<file path="config.mk">
export PLATFORM = sky130hd
export DESIGN_NAME = counter_channel
export DESIGN_NICKNAME = d
export VERILOG_FILES = /design/src/counter_pkg.sv /design/src/counter_channel.sv /design/src/input_source.sv /design/src/osc_divider.sv
export VERILOG_INCLUDE_DIRS = /design/src /design/src/src
export SDC_FILE = /design/constraint.sdc
export NUM_CORES = 1
export LEC_CHECK = 0
export BUFFER_PORTS_ARGS = -buffer_cell sky130_fd_sc_hd__buf_2
export CAP_MARGIN = 5
export CORE_ASPECT_RATIO = 0.75
export CORE_MARGIN = 3
export CORE_UTILIZATION = 40
export CTS_BUF_LIST = sky130_fd_sc_hd__clkbuf_16
export DETAILED_ROUTE_END_ITERATION = 10
export GPL_TIMING_DRIVEN = 0
export PLACE_DENSITY_LB_ADDON = 0.08
export SLEW_MARGIN = 20
export SYNTH_ARGS = -nofsm -noshare
export SYNTH_HDL_FRONTEND = slang
export SYNTH_SLANG_ARGS = --single-unit
</file>
<file path="constraint.sdc">
create_clock -name ref_clk -period 24.1 [get_ports ref_clk]
set_input_delay 2.41 -clock ref_clk [delete_from_list [all_inputs] [get_ports ref_clk]]
set_output_delay 2.41 -clock ref_clk [all_outputs]
set_load 0.005 [all_outputs]
</file>
<file path="src/counter_params.svh">
// offsets, field positions, reset values and timing counts of one counter
`ifndef COUNTER_PARAMS_SVH
`define COUNTER_PARAMS_SVH

// register byte offsets, one aligned word each
`define OFF_CTRL 8'h00
`define OFF_SRC_CFG 8'h04
`define OFF_HOST_BITS 8'h08
`define OFF_PRESCALE 8'h0C
`define OFF_PRELOAD1 8'h10
`define OFF_PRELOAD2 8'h14
`define OFF_HOME 8'h18
`define OFF_RANGE_LO 8'h1C
`define OFF_RANGE_HI 8'h20
`define OFF_WIN_LO 8'h24
`define OFF_WIN_HI 8'h28
`define OFF_ACCUM 8'h2C
`define OFF_STATUS 8'h30
`define OFF_STROBE1 8'h34
`define OFF_STROBE2 8'h38
`define OFF_STROBE3 8'h3C

// control register bit positions
`define CTRL_SINGLE 0
`define CTRL_WIN_EN 1
`define CTRL_HOMING 2
`define CTRL_DIR_DOWN 3
`define CTRL_CLK1_OSC 4
`define CTRL_CLK2_HOST 5
`define CTRL_CLK4_HOST 6
`define CTRL_HOME_LOW 7
`define CTRL_MARK_FALL 8

// host control bit positions
`define HOST_CLK2 0
`define HOST_CLK4 1
`define HOST_PRELOAD 2
`define HOST_STROBE 4

// source config field width, status bit
`define SRC_CFG_W 5
`define STAT_ROLL 0

// reset values
`define RST_CTRL 32'h00000000
`define RST_SRC_CFG 32'h00000000
`define RST_VALUE 32'h00000000
`define RST_PRESCALE 16'h0001
`define RST_LO16 32'hFFFF8000
`define RST_HI16 32'h00007FFF
`define RST_LO32 32'h80000000
`define RST_HI32 32'h7FFFFFFF

// timing: internal oscillator derived from the module clock
`define REF_CLK_HZ 40000000
`define OSC_HZ 2000000
`define OSC_DIV (`REF_CLK_HZ / `OSC_HZ)

`endif

</file>
<file path="src/counter_pkg.sv">
// types shared by the counter channel and its helpers
package counter_pkg;

    typedef enum logic [2:0]
    {
        CNT_A16 = 3'h0,
        CNT_A32 = 3'h1,
        CNT_B = 3'h2,
        CNT_C = 3'h3,
        CNT_Z = 3'h4
    } counter_type_type;

    typedef enum logic [1:0]
    {
        SRC_NONE = 2'h0,
        SRC_EXT = 2'h1,
        SRC_HOST = 2'h2
    } src_sel_type;

    // pol: edge 0 rising, 1 falling, 2 both; level 0 high, 1 low
    typedef struct packed
    {
        src_sel_type src;
        logic level;
        logic [1:0] pol;
    } src_cfg_type;

    typedef struct packed
    {
        logic [3:0] clk;
        logic dis;
        logic home;
        logic marker;
    } field_pins_type;

endpackage

</file>
<file path="src/counter_channel.sv">
// one counter: preload, home, range limits, window and input sourcing
`timescale 1ns/1ps
`default_nettype none

`include "counter_params.svh"

module counter_channel
    import counter_pkg::*;
#(
    parameter counter_type_type COUNTER_TYPE = CNT_C,
    parameter int OSC_DIV = `OSC_DIV
)
(
    input wire logic ref_clk,
    input wire logic sys_rst,
    input wire logic [7:0] reg_addr,
    input wire logic [31:0] reg_wdata,
    input wire logic reg_wr,
    input wire logic reg_rd,
    output logic [31:0] reg_rdata,
    input wire field_pins_type pins,
    input wire logic [1:0] preload_pin,
    input wire logic [2:0] strobe_pin,
    output logic [31:0] accum,
    output logic rollover_flag
);

    localparam bit IS_C = (COUNTER_TYPE == CNT_C);
    localparam bit IS_A = (COUNTER_TYPE == CNT_A16) ||
                          (COUNTER_TYPE == CNT_A32);
    localparam bit ALT_OK = !IS_A;
    localparam bit HAS_DIS = (COUNTER_TYPE == CNT_B) || IS_C;
    localparam logic [31:0] LO_RST = (COUNTER_TYPE == CNT_A16) ?
                                     `RST_LO16 : `RST_LO32;
    localparam logic [31:0] HI_RST = (COUNTER_TYPE == CNT_A16) ?
                                     `RST_HI16 : `RST_HI32;

    logic [31:0] ctrl_q;
    logic [31:0] cfg_q;
    logic [31:0] host_q;
    logic [15:0] prescale_q;
    logic signed [31:0] preload1_q;
    logic signed [31:0] preload2_q;
    logic signed [31:0] home_q;
    logic signed [31:0] lo_q;
    logic signed [31:0] hi_q;
    logic signed [31:0] wlo_q;
    logic signed [31:0] whi_q;
    logic signed [31:0] acc_q;
    logic [31:0] strobe_q [3];
    logic roll_q;
    logic [31:0] rdata_q;
    logic [31:0] rd_val;
    field_pins_type meta_q;
    field_pins_type sync_q;
    field_pins_type prev_q;
    logic [4:0] fire;
    logic osc_tick;
    logic single;
    logic win_en;
    logic clk1_pulse;
    logic clk3_pulse;
    logic dir2;
    logic dir4;
    logic up_any;
    logic dn_any;
    logic step_up;
    logic step_dn;
    logic disabled;
    logic home_evt;
    logic pl1_evt;
    logic pl2_evt;
    logic any_load;
    logic count_en;
    logic wrap_evt;
    logic in_window;
    logic wr_hit_status;

    ////////////////////////////////////////////////////////////////////////
    // register writes; extra preload and home exist only on type C
    always_ff @(posedge ref_clk or posedge sys_rst)
    begin
        if (sys_rst)
        begin
            ctrl_q <= `RST_CTRL;
            cfg_q <= `RST_SRC_CFG;
            host_q <= `RST_VALUE;
            prescale_q <= `RST_PRESCALE;
            preload1_q <= `RST_VALUE;
            preload2_q <= `RST_VALUE;
            home_q <= `RST_VALUE;
            lo_q <= LO_RST;
            hi_q <= HI_RST;
            wlo_q <= LO_RST;
            whi_q <= HI_RST;
        end
        else if (reg_wr)
        begin
            unique case (reg_addr)
                `OFF_CTRL: ctrl_q <= reg_wdata;
                `OFF_SRC_CFG: cfg_q <= reg_wdata;
                `OFF_HOST_BITS: host_q <= reg_wdata;
                `OFF_PRESCALE: prescale_q <= reg_wdata[15:0];
                `OFF_PRELOAD1: preload1_q <= reg_wdata;
                `OFF_PRELOAD2: if (IS_C) preload2_q <= reg_wdata;
                `OFF_HOME: if (IS_C) home_q <= reg_wdata;
                `OFF_RANGE_LO: lo_q <= reg_wdata;
                `OFF_RANGE_HI: hi_q <= reg_wdata;
                `OFF_WIN_LO: wlo_q <= reg_wdata;
                `OFF_WIN_HI: whi_q <= reg_wdata;
                default: ;
            endcase
        end
    end

    // read data stand only in the cycle after the strobe
    always_comb
    begin
        rd_val = 32'h00000000;
        unique case (reg_addr)
            `OFF_CTRL: rd_val = ctrl_q;
            `OFF_SRC_CFG: rd_val = cfg_q;
            `OFF_HOST_BITS: rd_val = host_q;
            `OFF_PRESCALE: rd_val = {16'h0000, prescale_q};
            `OFF_PRELOAD1: rd_val = preload1_q;
            `OFF_PRELOAD2: rd_val = preload2_q;
            `OFF_HOME: rd_val = home_q;
            `OFF_RANGE_LO: rd_val = lo_q;
            `OFF_RANGE_HI: rd_val = hi_q;
            `OFF_WIN_LO: rd_val = wlo_q;
            `OFF_WIN_HI: rd_val = whi_q;
            `OFF_ACCUM: rd_val = acc_q;
            `OFF_STATUS: rd_val = {31'h00000000, rollover_flag};
            `OFF_STROBE1: rd_val = strobe_q[0];
            `OFF_STROBE2: rd_val = strobe_q[1];
            `OFF_STROBE3: rd_val = strobe_q[2];
            default: rd_val = 32'h00000000;
        endcase
    end

    always_ff @(posedge ref_clk or posedge sys_rst)
    begin
        if (sys_rst)
            rdata_q <= 32'h00000000;
        else
            rdata_q <= reg_rd ? rd_val : 32'h00000000;
    end

    assign reg_rdata = rdata_q;

    ////////////////////////////////////////////////////////////////////////
    // field pins: two flops, then an edge history fed only by the second
    always_ff @(posedge ref_clk or posedge sys_rst)
    begin
        if (sys_rst)
        begin
            meta_q <= '0;
            sync_q <= '0;
            prev_q <= '0;
        end
        else
        begin
            meta_q <= pins;
            sync_q <= meta_q;
            prev_q <= sync_q;
        end
    end

    osc_divider #(.DIV(OSC_DIV)) u_osc
    (
        .ref_clk(ref_clk),
        .sys_rst(sys_rst),
        .prescale(prescale_q),
        .tick(osc_tick)
    );

    // preload 1, 2 then strobe 1..3, each with its own source config
    for (genvar i = 0; i < 5; i++)
    begin : g_src
        input_source #(.EDGE_ONLY(i >= 2)) u_src
        (
            .ref_clk(ref_clk),
            .sys_rst(sys_rst),
            .ext_pin((i < 2) ? preload_pin[i % 2] : strobe_pin[(i + 1) % 3]),
            .host_bit(host_q[`HOST_PRELOAD + i]),
            .cfg(src_cfg_type'(cfg_q[`SRC_CFG_W * i +: `SRC_CFG_W])),
            .force_host((i < 2) && (COUNTER_TYPE == CNT_Z)),
            .fire(fire[i])
        );
    end

    ////////////////////////////////////////////////////////////////////////
    // clock/direction sourcing; alternatives only off the single-input type
    assign single = ctrl_q[`CTRL_SINGLE];
    assign win_en = ctrl_q[`CTRL_WIN_EN];
    assign clk1_pulse = (ALT_OK && ctrl_q[`CTRL_CLK1_OSC]) ? osc_tick :
                        (sync_q.clk[0] & ~prev_q.clk[0]);
    assign dir2 = (ALT_OK && ctrl_q[`CTRL_CLK2_HOST]) ? host_q[`HOST_CLK2] :
                  sync_q.clk[1];
    assign dir4 = (ALT_OK && ctrl_q[`CTRL_CLK4_HOST]) ? host_q[`HOST_CLK4] :
                  sync_q.clk[3];
    assign clk3_pulse = IS_C && sync_q.clk[2] && !prev_q.clk[2];

    // opposite pulses in one cycle cancel; two alike count only once
    assign up_any = (clk1_pulse && (IS_A ? !ctrl_q[`CTRL_DIR_DOWN] : dir2)) ||
                    (clk3_pulse && dir4);
    assign dn_any = (clk1_pulse && (IS_A ? ctrl_q[`CTRL_DIR_DOWN] : !dir2)) ||
                    (clk3_pulse && !dir4);
    assign step_up = up_any && !dn_any;
    assign step_dn = dn_any && !up_any;

    assign disabled = HAS_DIS && sync_q.dis;

    // homing needs home level and a marker edge, both straight from pins
    assign home_evt = IS_C && ctrl_q[`CTRL_HOMING] &&
                      (sync_q.home ^ ctrl_q[`CTRL_HOME_LOW]) &&
                      (ctrl_q[`CTRL_MARK_FALL] ?
                       (!sync_q.marker && prev_q.marker) :
                       (sync_q.marker && !prev_q.marker));
    assign pl1_evt = fire[0];
    assign pl2_evt = IS_C && fire[1];
    assign any_load = home_evt || pl1_evt || pl2_evt;
    assign count_en = !any_load && !disabled && (lo_q != hi_q);
    assign wrap_evt = count_en && !single &&
                      ((step_up && acc_q >= hi_q) ||
                       (step_dn && acc_q <= lo_q));

    ////////////////////////////////////////////////////////////////////////
    // accumulator: home beats preload 1, which beats preload 2 and counting
    always_ff @(posedge ref_clk or posedge sys_rst)
    begin
        if (sys_rst)
            acc_q <= `RST_VALUE;
        else if (home_evt)
            acc_q <= home_q;
        else if (pl1_evt)
            acc_q <= preload1_q;
        else if (pl2_evt)
            acc_q <= preload2_q;
        else if (count_en && step_up)
        begin
            if (acc_q < hi_q)
                acc_q <= acc_q + 32'sh00000001;
            else if (!single)
                acc_q <= lo_q;
        end
        else if (count_en && step_dn)
        begin
            if (acc_q > lo_q)
                acc_q <= acc_q - 32'sh00000001;
            else if (!single)
                acc_q <= hi_q;
        end
    end

    assign accum = acc_q;

    // sticky rollover; a wrap in the clearing cycle still sets it
    assign wr_hit_status = reg_wr && (reg_addr == `OFF_STATUS);
    always_ff @(posedge ref_clk or posedge sys_rst)
    begin
        if (sys_rst)
            roll_q <= 1'b0;
        else
            roll_q <= (roll_q && !(wr_hit_status && reg_wdata[`STAT_ROLL])) ||
                      wrap_evt;
    end

    assign rollover_flag = roll_q || ((lo_q == hi_q) && !single);

    ////////////////////////////////////////////////////////////////////////
    // strobe stores, gated by the inclusive window
    assign in_window = !win_en || (acc_q >= wlo_q && acc_q <= whi_q);

    always_ff @(posedge ref_clk or posedge sys_rst)
    begin
        if (sys_rst)
        begin
            strobe_q[0] <= `RST_VALUE;
            strobe_q[1] <= `RST_VALUE;
            strobe_q[2] <= `RST_VALUE;
        end
        else
        begin
            for (int k = 0; k < 3; k++)
                if (fire[k + 2] && in_window)
                    strobe_q[k] <= acc_q;
        end
    end

    ////////////////////////////////////////////////////////////////////////
    // checks next to the logic above
    property p_preload_load;
        @(posedge ref_clk) disable iff (sys_rst)
        (pl1_evt && !home_evt) |=> (acc_q == $past(preload1_q));
    endproperty
    a_preload_load: assert property (p_preload_load)
        else $error("preload 1 did not load the accumulator");

    property p_extra_only_c;
        @(posedge ref_clk) disable iff (sys_rst)
        !IS_C |-> (preload2_q == 32'sh00000000 && home_q == 32'sh00000000);
    endproperty
    a_extra_only_c: assert property (p_extra_only_c)
        else $error("second preload or home value exists off type C");

    property p_home_load;
        @(posedge ref_clk) disable iff (sys_rst)
        home_evt |=> (acc_q == $past(home_q));
    endproperty
    a_home_load: assert property (p_home_load)
        else $error("homing did not load the home value");

    property p_wrap_up;
        @(posedge ref_clk) disable iff (sys_rst)
        (count_en && !single && step_up && acc_q >= hi_q)
        |=> (acc_q == $past(lo_q)) && roll_q;
    endproperty
    a_wrap_up: assert property (p_wrap_up)
        else $error("count past high limit did not wrap to low limit");

    property p_wrap_dn;
        @(posedge ref_clk) disable iff (sys_rst)
        (count_en && !single && step_dn && acc_q <= lo_q)
        |=> (acc_q == $past(hi_q));
    endproperty
    a_wrap_dn: assert property (p_wrap_dn)
        else $error("count past low limit did not wrap to high limit");

    property p_single_stop;
        @(posedge ref_clk) disable iff (sys_rst)
        (count_en && single && step_up && acc_q >= hi_q) |=> $stable(acc_q);
    endproperty
    a_single_stop: assert property (p_single_stop)
        else $error("single shot counter moved past its high limit");

    property p_equal_limits;
        @(posedge ref_clk) disable iff (sys_rst)
        (lo_q == hi_q && !any_load) |=> $stable(acc_q);
    endproperty
    a_equal_limits: assert property (p_equal_limits)
        else $error("counter moved with equal limits");

    property p_window;
        @(posedge ref_clk) disable iff (sys_rst)
        (fire[2] && win_en && (acc_q < wlo_q || acc_q > whi_q))
        |=> $stable(strobe_q[0]);
    endproperty
    a_window: assert property (p_window)
        else $error("strobe stored outside the window");

    property p_disable;
        @(posedge ref_clk) disable iff (sys_rst)
        (disabled && !any_load) |=> $stable(acc_q);
    endproperty
    a_disable: assert property (p_disable)
        else $error("counter moved while disabled");

    property p_read_accum;
        @(posedge ref_clk) disable iff (sys_rst)
        (reg_rd && reg_addr == `OFF_ACCUM) |=> (reg_rdata == $past(acc_q));
    endproperty
    a_read_accum: assert property (p_read_accum)
        else $error("accumulator read returned a wrong value");

    c_wrap: cover property (@(posedge ref_clk) disable iff (sys_rst)
        wrap_evt);
    c_window_store: cover property (@(posedge ref_clk) disable iff (sys_rst)
        fire[2] && win_en && in_window);
    c_home: cover property (@(posedge ref_clk) disable iff (sys_rst)
        home_evt);

endmodule // counter_channel

`default_nettype wire

</file>
<file path="src/input_source.sv">
// source select, synchroniser and edge/level detection of one input
`timescale 1ns/1ps
`default_nettype none

module input_source
    import counter_pkg::*;
#(
    parameter bit EDGE_ONLY = 1'b0
)
(
    input wire logic ref_clk,
    input wire logic sys_rst,
    input wire logic ext_pin,
    input wire logic host_bit,
    input wire src_cfg_type cfg,
    input wire logic force_host,
    output logic fire
);

    logic meta_q;
    logic sync_q;
    logic prev_q;
    logic sel;
    logic rise;
    logic fall;
    src_sel_type src;

    // two flops before anything looks at the pin
    always_ff @(posedge ref_clk or posedge sys_rst)
    begin
        if (sys_rst)
        begin
            meta_q <= 1'b0;
            sync_q <= 1'b0;
        end
        else
        begin
            meta_q <= ext_pin;
            sync_q <= meta_q;
        end
    end

    // host bits are already on this clock and need no synchroniser
    assign src = force_host ? SRC_HOST : cfg.src;
    assign sel = (src == SRC_EXT) ? sync_q :
                 (src == SRC_HOST) ? host_bit : 1'b0;

    always_ff @(posedge ref_clk or posedge sys_rst)
    begin
        if (sys_rst)
            prev_q <= 1'b0;
        else
            prev_q <= sel;
    end

    // a source switch may look like one edge; harmless for a preload
    assign rise = sel & ~prev_q;
    assign fall = ~sel & prev_q;

    always_comb
    begin
        fire = 1'b0;
        if (src == SRC_NONE)
            fire = 1'b0;
        else if (cfg.level && !EDGE_ONLY)
            fire = cfg.pol[0] ? ~sel : sel;
        else
            unique case (cfg.pol)
                2'h0: fire = rise;
                2'h1: fire = fall;
                2'h2: fire = rise | fall;
                2'h3: fire = 1'b0;
            endcase
    end

endmodule // input_source

`default_nettype wire

</file>
<file path="src/osc_divider.sv">
// internal oscillator tick followed by the prescale divider
`timescale 1ns/1ps
`default_nettype none

module osc_divider
#(
    parameter int DIV = 20
)
(
    input wire logic ref_clk,
    input wire logic sys_rst,
    input wire logic [15:0] prescale,
    output logic tick
);

    localparam int DW = (DIV > 1) ? $clog2(DIV) : 1;
    localparam logic [DW-1:0] DIV_LAST = DW'(DIV - 1);

    logic [DW-1:0] div_q;
    logic [15:0] pre_q;
    logic tick_q;
    logic osc_tick;
    logic [15:0] pre_last;

    assign osc_tick = (div_q == DIV_LAST);
    // a prescale of zero behaves as one
    assign pre_last = (prescale == 16'h0000) ? 16'h0000 : prescale - 16'h0001;

    // oscillator phase counter
    always_ff @(posedge ref_clk or posedge sys_rst)
    begin
        if (sys_rst)
            div_q <= '0;
        else if (osc_tick)
            div_q <= '0;
        else
            div_q <= div_q + DW'(1);
    end

    // prescale counter, one output tick per prescale oscillator ticks
    always_ff @(posedge ref_clk or posedge sys_rst)
    begin
        if (sys_rst)
        begin
            pre_q <= 16'h0000;
            tick_q <= 1'b0;
        end
        else
        begin
            tick_q <= 1'b0;
            if (osc_tick)
            begin
                if (pre_q >= pre_last)
                begin
                    pre_q <= 16'h0000;
                    tick_q <= 1'b1;
                end
                else
                    pre_q <= pre_q + 16'h0001;
            end
        end
    end

    assign tick = tick_q;

endmodule // osc_divider

`default_nettype wire

</file>
==> impl_metrics.yaml <==
status:
  status: "completed"
cts:
  cts.clk_slew.worst_paths_ns: 0.06
  cts_tree: "built"
  cts_hold_buffers: 0
  worst_skew_pair.late_latency_ns: 0.65
  clock-sinks: 551
  cts_setup_buffers: 0
  numCtsBuffers: 59
  clk_path_buf_depth: 3
  ctsResizeCount: 0
  htreeDepth: 2
  clockRootBuffer: "clkbuf_16"
floorplanning:
  initial_core_util: 0.408
  die_area_um2: 80800
  die_h_um: 247
  io_pins: 121
  fp.dieW_um: 327
  rows: 87
  fp.coreArea_um2: 75900
global_route:
  grt_max_degree: 106
  grt_use_total: 0.367
  antenna_found_initial: 18
  grt_pass1_wl_um: 205000
  grt_pass1_vias: 24900
  overflow: 0
critical_path:
  slowest_stage: "clkbuf_1"
  cp_common_cell: "clkbuf_1"
  start_kind: "input port"
  cp_max_fo: 10
  setup.worst_path.class: "input port to flip-flop"
  critPathTopFamily: "simple AND/OR/NAND/NOR gates"
  worstPathArrival_ns: 6.38
  cp.buffers_inverters: 3
  crit_chain: "buf_2, nor3_1, nand2b_1, nor2_2, clkbuf_1, nand2_1, clkbuf_1, mux2_2"
  max_stage_delay_ns: 0.93
  critPathRequiredTime_ns: 24.62
  critPathCaptureType: "flip-flop"
placement:
  place_congestion: 1.01
  hpwl_um: 111000
  port_buffers: 104
hold_path:
  hold_class: "flip-flop to flip-flop"
detailed_routing:
  vias_per_cell: 6.45
  ant_nets: 0
  drt_iter0_drc: 3433
  drcViolationCount: 0
  num_vias: 26012
  routedWlPerCell_um: 37.1
  wl_um: 150000
  dr.pass1.iters: 6
power_and_ir_drop:
  p_total_mw: 3.12
  p_leak_nw: 15.9
  p_per_area_nw_per_um2: 88.7
  irDropWorstVdd_v: 0.0000535
sta:
  fin_crit_ns: 5.86
  relSlewSlack: 0.164
  tightest_slew_ns: 1.25
  final.setup_skew_ns: 0.0272
  setup-violations-final: 0
  slew_viol_final: 0
  rsz0062_at_grt: "false"
  fmax_mhz: 171
  post-route-period-util: 0.243
  hold_viol_final: 0
finish:
  drive_gt1_frac: 0.270
  regMostFlops: "strobe_q"
  largest_reg_flops: 96
  fin_util: 0.464
  nNetsFinal: 3174
  syn_to_final_growth_pct: 13.6
logic_synthesis:
  synthTopCellsByCount: "dfrtp_1, mux2_2, ha_1, inv_1"
  synth_nets: 2991
  yosys_warnings: 0
  synth_top_area_share: 0.393
  yosysTopAreaCell: "dfrtp_1"
  synthTopCellsByArea: "dfrtp_1, mux2_2, ha_1"
  ys_seq_area_frac: 0.448
  synth_most_common_cell: "dfrtp_1"
  synth-main-ff-cell: "dfrtp_1"
  synth_area_um2: 31000
  synth_edf_count: 0
  synthDistinctLibCells: 80
  synthCells: 2775
  synth.avg_cell_area_um2: 11.2
  yosys_register_bits: 551
  synthArstFlopShare: 1.00
job:
  max_cap_violations: 0
[logic make-up (layout without fill, tap and decap cells)]
kind of cell | Yosys count | in the layout | share of synthesized area
XOR/XNOR | 119 | 119 | 0.0337
multiplexers | 459 | 459 | 0.177
adder cells (fa/ha/maj) | 160 | 160 | 0.0646
AND/OR/NAND/NOR | 531 | 531 | 0.0876
other | 0 | 4 | 0
AO/OA/AOI/OAI | 607 | 607 | 0.144
flip-flops | 551 | 551 | 0.448
buffers and inverters | 348 | 580 | 0.0450
[where the power goes]
part           total [mW]  internal [mW]  switching, mW
registers            1.16           1.00          0.163
clock network       0.907          0.498          0.409
logic                1.05          0.388          0.659
total                3.12           1.89           1.23
[worst register-to-register path: stages, from the launching register on]
cell	delay (ns)
dfrtp_1	0.57
ha_1	0.41
nand2_1	0.07
nor4_2	0.79
nand4_1	0.82
o41ai_1	0.92
mux2i_1	0.29
a21oi_4	0.69
o211ai_4	0.42
buf_6	0.33
mux2_4	0.36
[per-layer routing]
layer / global-route usage / vias up / share of wire
met3: 0.149 / 314 / 0.13
li1: - / 10692 / -
met1: 0.532 / 13390 / 0.44
met4: 0.133 / 10 / 0.040
met2: 0.484 / 1606 / 0.38
met5: 0 / - / 0.0015
[cell type report]
class                      instances  area (um^2)
clock buffer                      59         1480
sequential                       551        13900
antenna                            4         10.0
buffer                           199          890
inverter                         149          567
tap                             1023         1280
multi-input combinational       1876        15800
clock inverter                    51          375
fill                            7158        40700
timing repair buffer             122          943
[stage by stage]
stage | setup TNS, ns | instances | worst slack, ns | cell area (um^2) | hold slack, ns
after floorplan | 0 | 2775 | 6.39 | 31000 | 0.331
after global placement | -61.47 | 3902 | -0.253 | 32800 | 0.332
after CTS | 0 | 4030 | 18.50 | 35100 | 0.349
final | 0 | 4034 | 18.24 | 35200 | 0.346
after detailed placement | 0 | 3920 | 17.84 | 33300 | 0.336
after global routing | 0 | 4030 | 18.27 | 35200 | 0.355
[worst paths after layout]
path                                             from                         endpoint  slack (ns)  depth (start not counted)
worst max-delay path                      reg_addr[5]        prescale_q[4]$_DFFE_PP0P_       18.24                          8
worst min-delay path              meta_q[4]$_DFF_PP0_              sync_q[4]$_DFF_PP0_        0.35                          0
worst max register to register  accum[27]$_DFFE_PP0P_         strobe_q[35]$_DFFE_PP0P_       18.32                         10
worst min register to register    meta_q[4]$_DFF_PP0_              sync_q[4]$_DFF_PP0_        0.35                          0
max in group asynchronous                     sys_rst  g_src[2].u_src.prev_q$_DFF_PP0_       19.87                          6
min in group asynchronous                     sys_rst             cfg_q[0]$_DFFE_PP0P_        1.81                          2
[cell usage in the layout, fill, tap and decap left out, types with 65 or more instances in the layout]
master	count
a21oi_1	98
a221oi_1	74
a22oi_1	90
buf_2	118
clkbuf_1	84
dfrtp_1	486
dfstp_2	65
ha_1	160
inv_1	160
mux2_2	346
mux2_4	90
nand2_1	125
nor2_1	106
xnor2_1	72
Note: power is estimated with default switching activity, not from simulation.
